<file path="config.mk">
export PLATFORM = sky130hd
export DESIGN_NAME = irq_enable_priority_regs
export DESIGN_NICKNAME = d
export VERILOG_FILES = /design/src/verilog/irq_regs_pkg.sv /design/src/verilog/irq_enable_priority_regs.sv
export SDC_FILE = /design/constraint.sdc
export NUM_CORES = 1
export LEC_CHECK = 0
export ABC_CLOCK_PERIOD_IN_PS = 4400
export BUFFER_PORTS_ARGS = -buffer_cell sky130_fd_sc_hd__buf_2
export CORE_ASPECT_RATIO = 0.75
export CORE_MARGIN = 3
export CORE_UTILIZATION = 45
export CTS_CLUSTER_SIZE = 40
export DETAILED_ROUTE_END_ITERATION = 8
export PLACE_DENSITY = 0.75
export RECOVER_POWER = 25
export SLEW_MARGIN = 15
export SYNTH_ARGS = -nofsm -noshare
export SYNTH_HDL_FRONTEND = slang
export SYNTH_SLANG_ARGS = --single-unit
</file>
<file path="constraint.sdc">
create_clock -name clk -period 4.4 [get_ports clk]
set_clock_uncertainty 0.05 [all_clocks]
set_input_delay 0.22 -clock clk [delete_from_list [all_inputs] [get_ports clk]]
set_output_delay 0.22 -clock clk [all_outputs]
set_load 0.01 [all_outputs]
</file>
<file path="src/verilog/irq_regs_pkg.sv">
// Register map, field layout and reset values of the interrupt enable and priority block
package irq_regs_pkg;

  localparam int ADDR_W     = 12;
  localparam int DATA_W     = 32;
  localparam int REG_W      = 16;
  localparam int PRIO_W     = 3;
  localparam int PRIO_REGS  = 3;
  localparam int PRIO_SRCS  = 11;
  localparam int FIELDS_REG = 4;
  localparam int FIELD_STEP = 4;

  // Byte offsets on the bus
  localparam logic [ADDR_W-1:0] IRQ_ENABLE_FOUR_OFS   = 12'h000;
  localparam logic [ADDR_W-1:0] IRQ_ENABLE_FIVE_OFS   = 12'h004;
  localparam logic [ADDR_W-1:0] IRQ_PRIORITY_ZERO_OFS = 12'h008;
  localparam logic [ADDR_W-1:0] IRQ_PRIORITY_ONE_OFS  = 12'h00C;
  localparam logic [ADDR_W-1:0] IRQ_PRIORITY_TWO_OFS  = 12'h010;

  // Enable bit positions, fourth register
  localparam int CHARGE_MEASURE_IRQ_EN  = 13;
  localparam int LOW_VOLTAGE_IRQ_EN     = 8;
  localparam int CHECKSUM_GEN_IRQ_EN    = 3;
  localparam int UART_TWO_ERROR_IRQ_EN  = 2;
  localparam int UART_ONE_ERROR_IRQ_EN  = 1;

  // Enable bit positions, fifth register
  localparam int CAPTURE_NINE_IRQ_EN      = 13;
  localparam int COMPARE_NINE_IRQ_EN      = 12;
  localparam int SPI_THREE_EVENT_IRQ_EN   = 11;
  localparam int SPI_THREE_FAULT_IRQ_EN   = 10;
  localparam int UART_FOUR_TX_IRQ_EN      = 9;
  localparam int UART_FOUR_RX_IRQ_EN      = 8;
  localparam int UART_FOUR_ERROR_IRQ_EN   = 7;
  localparam int USB_IRQ_EN               = 6;
  localparam int I2C_THREE_MASTER_IRQ_EN  = 5;
  localparam int I2C_THREE_SLAVE_IRQ_EN   = 4;
  localparam int UART_THREE_TX_IRQ_EN     = 3;
  localparam int UART_THREE_RX_IRQ_EN     = 2;
  localparam int UART_THREE_ERROR_IRQ_EN  = 1;

  // Implemented bits; everything else reads zero and ignores writes
  localparam logic [REG_W-1:0] ENABLE_FOUR_MASK   = 16'h210E;
  localparam logic [REG_W-1:0] ENABLE_FIVE_MASK   = 16'h3FFE;
  localparam logic [REG_W-1:0] PRIORITY_ZERO_MASK = 16'h7777;
  localparam logic [REG_W-1:0] PRIORITY_ONE_MASK  = 16'h7770;
  localparam logic [REG_W-1:0] PRIORITY_TWO_MASK  = 16'h7777;

  // Values after power-on reset
  localparam logic [REG_W-1:0] ENABLE_RESET        = 16'h0000;
  localparam logic [REG_W-1:0] PRIORITY_ZERO_RESET = 16'h4444;
  localparam logic [REG_W-1:0] PRIORITY_ONE_RESET  = 16'h4440;
  localparam logic [REG_W-1:0] PRIORITY_TWO_RESET  = 16'h4444;

  localparam logic [PRIO_W-1:0] PRIO_OFF     = 3'h0;
  localparam logic [PRIO_W-1:0] PRIO_LOWEST  = 3'h1;
  localparam logic [PRIO_W-1:0] PRIO_HIGHEST = 3'h7;

endpackage

</file>
<file path="src/verilog/irq_enable_priority_regs.sv">
// Interrupt enable and priority registers behind an APB slave
//
// Added by the designer: the placing of the registers and the APB slave port.
`timescale 1ns/10ps
module irq_enable_priority_regs
  import irq_regs_pkg::*;
(
  input  wire  logic                        clk,
  input  wire  logic                        rst_n,
  input  wire  logic                        psel,
  input  wire  logic                        penable,
  input  wire  logic                        pwrite,
  input  wire  logic [ADDR_W-1:0]           paddr,
  input  wire  logic [DATA_W-1:0]           pwdata,
  output logic       [DATA_W-1:0]           prdata,
  output logic                              pready,
  output logic                              pslverr,
  input  wire  logic [REG_W-1:0]            req_four,
  input  wire  logic [REG_W-1:0]            req_five,
  output logic       [REG_W-1:0]            pend_four,
  output logic       [REG_W-1:0]            pend_five,
  input  wire  logic [PRIO_SRCS-1:0]        prio_req,
  input  wire  logic [PRIO_SRCS-1:0]        prio_src_en,
  output logic       [PRIO_SRCS-1:0]        prio_pend,
  output logic       [PRIO_SRCS*PRIO_W-1:0] prio_level
);

  ////////////////////////////////////////////////////////////////////////////
  // Storage and decode

  logic [REG_W-1:0]  irq_enable_four;
  logic [REG_W-1:0]  irq_enable_five;
  logic [REG_W-1:0]  irq_priority [PRIO_REGS];
  logic [DATA_W-1:0] next_prdata;
  logic              hit;
  logic              setup;
  logic              wr_take;
  logic              prio_sel;
  logic [1:0]        prio_idx;
  logic [REG_W-1:0]  prio_mask [PRIO_REGS];

  assign prio_mask[0] = PRIORITY_ZERO_MASK;
  assign prio_mask[1] = PRIORITY_ONE_MASK;
  assign prio_mask[2] = PRIORITY_TWO_MASK;

  assign setup   = psel && !penable;
  assign wr_take = psel && penable && pready && pwrite && !pslverr;

  always_comb begin
    hit         = 1'b1;
    prio_sel    = 1'b0;
    prio_idx    = 2'h0;
    next_prdata = '0;
    unique case (paddr)
      IRQ_ENABLE_FOUR_OFS: begin
        next_prdata[REG_W-1:0] = irq_enable_four & ENABLE_FOUR_MASK;
      end
      IRQ_ENABLE_FIVE_OFS: begin
        next_prdata[REG_W-1:0] = irq_enable_five & ENABLE_FIVE_MASK;
      end
      IRQ_PRIORITY_ZERO_OFS: begin
        prio_sel = 1'b1;
        prio_idx = 2'h0;
      end
      IRQ_PRIORITY_ONE_OFS: begin
        prio_sel = 1'b1;
        prio_idx = 2'h1;
      end
      IRQ_PRIORITY_TWO_OFS: begin
        prio_sel = 1'b1;
        prio_idx = 2'h2;
      end
      default: begin
        hit = 1'b0;
      end
    endcase
    if (prio_sel) begin
      next_prdata[REG_W-1:0] = irq_priority[prio_idx] & prio_mask[prio_idx];
    end
  end

  ////////////////////////////////////////////////////////////////////////////
  // APB answer: one cycle of setup, ready in the first access cycle

  always_ff @(posedge clk or negedge rst_n) begin
    if (!rst_n) begin
      pready  <= 1'b0;
      pslverr <= 1'b0;
      prdata  <= '0;
    end else begin
      pready <= setup;
      if (setup) begin
        pslverr <= !hit;
        prdata  <= pwrite ? '0 : next_prdata;
      end
    end
  end

  ////////////////////////////////////////////////////////////////////////////
  // Register writes

  always_ff @(posedge clk or negedge rst_n) begin
    if (!rst_n) begin
      irq_enable_four <= ENABLE_RESET;
      irq_enable_five <= ENABLE_RESET;
    end else if (wr_take) begin
      if (paddr == IRQ_ENABLE_FOUR_OFS) begin
        irq_enable_four <= pwdata[REG_W-1:0] & ENABLE_FOUR_MASK;
      end
      if (paddr == IRQ_ENABLE_FIVE_OFS) begin
        irq_enable_five <= pwdata[REG_W-1:0] & ENABLE_FIVE_MASK;
      end
    end
  end

  always_ff @(posedge clk or negedge rst_n) begin
    if (!rst_n) begin
      irq_priority[0] <= PRIORITY_ZERO_RESET;
      irq_priority[1] <= PRIORITY_ONE_RESET;
      irq_priority[2] <= PRIORITY_TWO_RESET;
    end else if (wr_take && prio_sel) begin
      irq_priority[prio_idx] <= pwdata[REG_W-1:0] & prio_mask[prio_idx];
    end
  end

  ////////////////////////////////////////////////////////////////////////////
  // Request gating

  always_ff @(posedge clk or negedge rst_n) begin
    if (!rst_n) begin
      pend_four <= '0;
      pend_five <= '0;
    end else begin
      pend_four <= req_four & irq_enable_four & ENABLE_FOUR_MASK;
      pend_five <= req_five & irq_enable_five & ENABLE_FIVE_MASK;
    end
  end

  // Sources fill implemented fields top down; priority one lacks a lowest field
  genvar gi;
  generate
    for (gi = 0; gi < PRIO_SRCS; gi++) begin : g_src
      localparam int SKIP    = 2 * FIELDS_REG - 1;
      localparam int SLOT    = (gi < SKIP) ? gi : gi + 1;
      localparam int REG_IDX = SLOT / FIELDS_REG;
      localparam int LSB     = (FIELDS_REG - 1 - (SLOT % FIELDS_REG)) * FIELD_STEP;
      logic [PRIO_W-1:0] field;

      assign field = irq_priority[REG_IDX][LSB +: PRIO_W];

      always_ff @(posedge clk or negedge rst_n) begin
        if (!rst_n) begin
          prio_pend[gi]                  <= 1'b0;
          prio_level[gi*PRIO_W +: PRIO_W] <= PRIO_OFF;
        end else begin
          prio_pend[gi] <= prio_req[gi] && prio_src_en[gi] && (field != PRIO_OFF);
          prio_level[gi*PRIO_W +: PRIO_W] <= field;
        end
      end
    end
  endgenerate

  logic             first_cycle;
  logic [REG_W-1:0] rd_mask;

  always_ff @(posedge clk or negedge rst_n) begin
    if (!rst_n) begin
      first_cycle <= 1'b1;
    end else begin
      first_cycle <= 1'b0;
    end
  end

  always_ff @(posedge clk or negedge rst_n) begin
    if (!rst_n) begin
      rd_mask <= '0;
    end else if (setup) begin
      unique case (paddr)
        IRQ_ENABLE_FOUR_OFS:   rd_mask <= ENABLE_FOUR_MASK;
        IRQ_ENABLE_FIVE_OFS:   rd_mask <= ENABLE_FIVE_MASK;
        IRQ_PRIORITY_ZERO_OFS: rd_mask <= PRIORITY_ZERO_MASK;
        IRQ_PRIORITY_ONE_OFS:  rd_mask <= PRIORITY_ONE_MASK;
        IRQ_PRIORITY_TWO_OFS:  rd_mask <= PRIORITY_TWO_MASK;
        default:               rd_mask <= '0;
      endcase
    end
  end

  // Zero field silences its source
  generate
    for (gi = 0; gi < PRIO_SRCS; gi++) begin : g_chk

    end
  endgenerate
endmodule

</file>
; Word-level counts from Yosys, hierarchy flattened
; Cells that the tools add are included.
[op_classes]
div = 0
mul = 0
magnitude_cmp = 2
shifts = 0
n_bitwise = 5
reduce_logical = 48
mux = 15
eq_ne = 4
addsub = 0
[op_table]
columns = operator, n
row1 = $mux W16, 7
row2 = $bmux W16 S2, 2
row3 = $bwmux W48, 1
row4 = $reduce_bool A3 Y1, 11
row5 = $and A16 B16 Y16, 2
row6 = $demux W16 S2, 1
row7 = $logic_and A1 B1 Y1, 29
row8 = $and A14 B14 Y14, 2
row9 = $pmux W14 S2, 1
row10 = $eq A12 B4 Y1 const B, 2
row11 = $eq A12 B3 Y1 const B, 1
row12 = $eq A12 B5 Y1 const B, 1
row13 = $logic_not A12 Y1, 1
row14 = $reduce_or A5 Y1, 1
row15 = $pmux W2 S2, 1
row16 = $reduce_and A2 Y1, 2
row17 = $ge A3 B3 Y1 const B, 1
row18 = $logic_not A1 Y1, 3
row19 = $lt A3 B1 Y1 const B, 1
row20 = $not A2 Y3, 1
row21 = $reduce_or A3 Y1, 1
row22 = $mux W1, 2
[word_totals]
mem_bits_rw = 0
ff_bits = 162
latch_bits = 0
input_bits = 103
romBits = 0
out_inout_bits = 110
mem_count = 0

; Depth between registers and ports, before layout
[logic_depth]
ltp_word = 9
mapped_depth = 6
mapped_depth_nobuf = 4

; Least setup slack after synthesis
; OpenSTA, ideal clock, no wires.
[synth_timing]
kind = input to register
start = in paddr[3]
end = reg irq_priority, in the netlist g_src[10].field[0]
t_required_ps = 4225
stages = 6
arrival_time_ps = 1654
path_slack_ps = 2571
setup_ps = 125
path_cell_list = buf_2 -> nor3b_2 -> nand2_2 -> nor3_2 -> buf_4 -> mux2_2
[synth_via]
elab_chain_cells = 8
word_cells_on_any_way = 18
[synth_lines]
columns = element, line_no
row1 = start: declaration, irq_enable_priority_regs.sv:13  ; input wire logic [ADDR_W-1:0] paddr,
row2 = $eq A12 B5 Y1 / $eq A12 B4 Y1 (equally long branches), --
row3 = $pmux W2 S2, irq_enable_priority_regs.sv:54  ; unique case (paddr)
row4 = $not A2 Y3 (implied by the code), irq_enable_priority_regs.sv:122  ; irq_priority[prio_idx] <= pwdata[REG_W-1:0] & prio_mask[prio_idx];
row5 = $ge A3 B3 Y1 (implied by the code) (tied with other cells), irq_enable_priority_regs.sv:122
row6 = $logic_and A1 B1 Y1 (implied by the code) / $mux W16 (equally long branches), irq_enable_priority_regs.sv:122
row7 = $mux W16 (implied by the code), irq_enable_priority_regs.sv:122
row8 = $demux W16 S2 / $and A16 B16 Y16 (equally long branches), irq_enable_priority_regs.sv:122
row9 = $bwmux W48, irq_enable_priority_regs.sv:122
row10 = end signal: indexed assignment, irq_enable_priority_regs.sv:122
row11 = end: declaration, irq_enable_priority_regs.sv:33  ; logic [REG_W-1:0] irq_priority [PRIO_REGS];
; Several ways; a longest one is shown, not always the timed one. The select of a mux whose other input is x is not followed.
; A chain may end at the register's enable or synchronous reset.

==> key figures <==
Clock tree
  • Worst-skew pair later-pin latency: 0.41 ns
  • Clock Sinks: 130
  • Hold buffers post-CTS: 39
  • CTS tree: built
  • CTS Buffer Depth: 2
  • H-Tree Depth: 4
  • CTS resizes: 0
  • Num CTS Buffers: 17
  • Root buffer cell: clkbuf_16
  • Post-CTS setup buffers: 0
  • Clock-pin slew on the worst setup and hold paths: 0.05 ns

Floorplanning
  • Row count: 33
  • Die Span X: 131 µm
  • I/O pin count: 213
  • Core box area: 0.0112 mm²
  • Die Area: 0.0130 mm²
  • Die Y: 99.7 µm
  • Initial Utilization: 0.471

Critical path
  • R2R Setup Slk: 2.06 ns
  • CP required: 4.83 ns
  • Cell breakdown of the critical path: dlygate4sd3_1 -> clkbuf_2 -> buf_4
  • Startpoint Class: primary input
  • Crit-path max FO: 79
  • CP peak stage delay: 1.35 ns
  • Slowest-stage cell, CP: clkbuf_2
  • Setup CP Type: in2async
  • CP endpoint kind: asynchronous set/reset pin
  • Buf/Inv on CP: 3
  • CP arrival: 2.88 ns
  • CP top delay family: buffers and inverters

Timing
  • Setup TNS: 0 ns
  • Slew HR: -0.252
  • Setup violations, final: 0
  • Max Slew Vio Count: 80
  • Fin crit share: 0.557
  • RSZ-0062 raised after global routing: false
  • Worst-margin pin slew: 1.88 ns
  • Final Hold Viols: 0
  • Fmax: 408 MHz
  • Tmin final: 2.45 ns

Final layout
  • Share of layout cells above drive strength 1: 0.424
  • Final non-filler cell total: 735
  • Syn-to-layout area delta: 32.9%
  • Leading cell type in the layout, fill and taps excluded: buf_2
  • # nets final: 668
  • Most frequent cells in the layout: 149 x buf_2, 119 x dfrtp_1, 49 x mux2_2
  • Final design utilization: 0.625
  • Ant. Diodes: 0

Power
  • Sw Share: 0.215
  • Pwr Density: 381 mW/mm²
  • Worst vdd ir: 0.319 mV
  • Part of the power in the clock network: 0.501
  • Cell Int Power: 2.09 mW
  • Flop pwr share: 0.450
  • Leakage power: 3.77 nW
  • Combinational share of power: 0.049
  • Sw power: 0.573 mW

Placed design
  • Buffers on Ports: 150
  • Dpl cells: 663
  • Hpwl dp: 9230 µm
  • Routability congestion estimate: 0.823

Synthesis
  • Sequential fraction of the synthesis area: 0.620
  • Cell Area, Synth: 0.00527 mm²
  • Ys async rst share: 1.00
  • Synth Register Bits: 130
  • Synth warn: 0
  • Cell variety after synth: 55
  • Post-synthesis cell count: 366
  • Syn Area/Cell: 14.4 µm²
  • EDFF count, synth: 0
  • Top FF cell, synth: dfrtp_1

Detailed routing
  • 1st-pass router iterations: 4
  • Vias: 3,816
  • Final Routed Wirelength: 13,600 µm
  • Initial DRC Count: 284
  • DR vias/cell: 5.19
  • Drc violations: 0
  • Routed len/inst: 18.5 µm
  • Detail Route Antenna Nets: 0

GRT
  • GR Layer Usage met3: 0.0853
  • Met1 usage: 0.273
  • Most crowded layer after global routing: met2
  • Antenna violations before repair: 0
  • Largest net degree at the start of global routing: 80
  • Total GRT Usage: 0.215
  • Met2 global-route usage: 0.345
  • Global-route wire length before repair: 21,200 µm
  • Overflow after GRT: 0
  • Vias in the first global route: 4,062

Hold path
  • Hold crit path type: in2reg

Run status
  • Failing checks: capacitance limit, slew limit
  • Status: finished, violations left

Flow run
  • Max-cap viol count: 1
## power by group through the flow
stage               Combinational (mW)  Clock, mW  Sequential (mW)
floorplan                       0.0585          0             1.22
global placement                 0.104          0             1.22
detailed placement               0.107          0             1.22
CTS                              0.130       1.35             1.20
global route                     0.145       1.42             1.20
finish                           0.130       1.33             1.20
## stage by stage
| stage | hold WS, ns | total power [mW] | worst slack (ns) | instance area [µm²] |
|---|---|---|---|---|
| floorplan | -0.126 | 1.28 | 2.57 | 5380 |
| global placement | 0.236 | 1.33 | 1.61 | 6040 |
| detailed placement | 0.247 | 1.33 | 1.58 | 6040 |
| CTS | 0.000145 | 2.68 | 1.98 | 6990 |
| global route | 0.00443 | 2.77 | 1.50 | 7000 |
| finish | 0.00967 | 2.66 | 1.95 | 7000 |
## path summary, 6_finish.rpt
path / start / endpoint / cells after the start
max: rst_n / prio_level[12]$_DFF_PN0_ / 3
min: prio_src_en[3] / prio_pend[3]$_DFF_PN0_ / 2
max reg2reg: pslverr$_DFFE_PN0P_ / irq_enable_five[5]$_DFFE_PN0P_ / 4
min reg2reg: g_src[2].field[0]$_DFFE_PN0P_ / prio_level[6]$_DFF_PN0_ / 0
max in group clk: pslverr$_DFFE_PN0P_ / irq_enable_five[5]$_DFFE_PN0P_ / 4
min in group asynchronous: rst_n / pend_five[9]$_DFF_PN0_ / 2
## kinds of logic after synthesis
kind of cell / share of synthesized area
flops: 0.620
simple gates: 0.0996
compound gates: 0.0977
mux: 0.121
buf+inv: 0.0608
other cells: 0.000712
## area by class of cell
type	instances	area [µm²]
clock buffer	21	450
tap	157	196
fill	880	4190
multi-input combinational	222	1800
timing repair buffer	193	1170
sequential	130	3270
inverter	1	3.75
clock inverter	11	114
## registers in the layout (all words and copies together), names as in the netlist, 5 cells and up
register	flops
g_src.field	33
prio_level	33
pend_five	13
irq_enable_five	13
prdata	15
irq_enable_four	5
pend_four	5
prio_pend	11
## Yosys cell counts, drive strengths merged (5+ instances only)
cell	count	area, µm²
nor2	8	30.0
and2	19	119
a21oi	6	33.8
a32o	7	70.1
nand2	21	81.3
a32oi	5	43.8
mux2i	5	50.1
a22o	6	52.6
dfstp	11	289
buf	39	302
o311a	11	110
dfrtp	119	2980
o21ai	5	25.0
mux2	52	586
## worst reg2reg max path, stage by stage, from the launching register on
cell and delay [ns]:
dfrtp_1 0.41, or2_1 0.39, nor2_1 0.70, buf_4 0.31
mux2_2 0.36
## metal layers
metal	share of wire	vias up
li1	-	1693
met1	0.42	1926
met2	0.48	177
met3	0.085	20
met4	0.012	0
met5	0	-
Power figures use the tool's default switching activity.
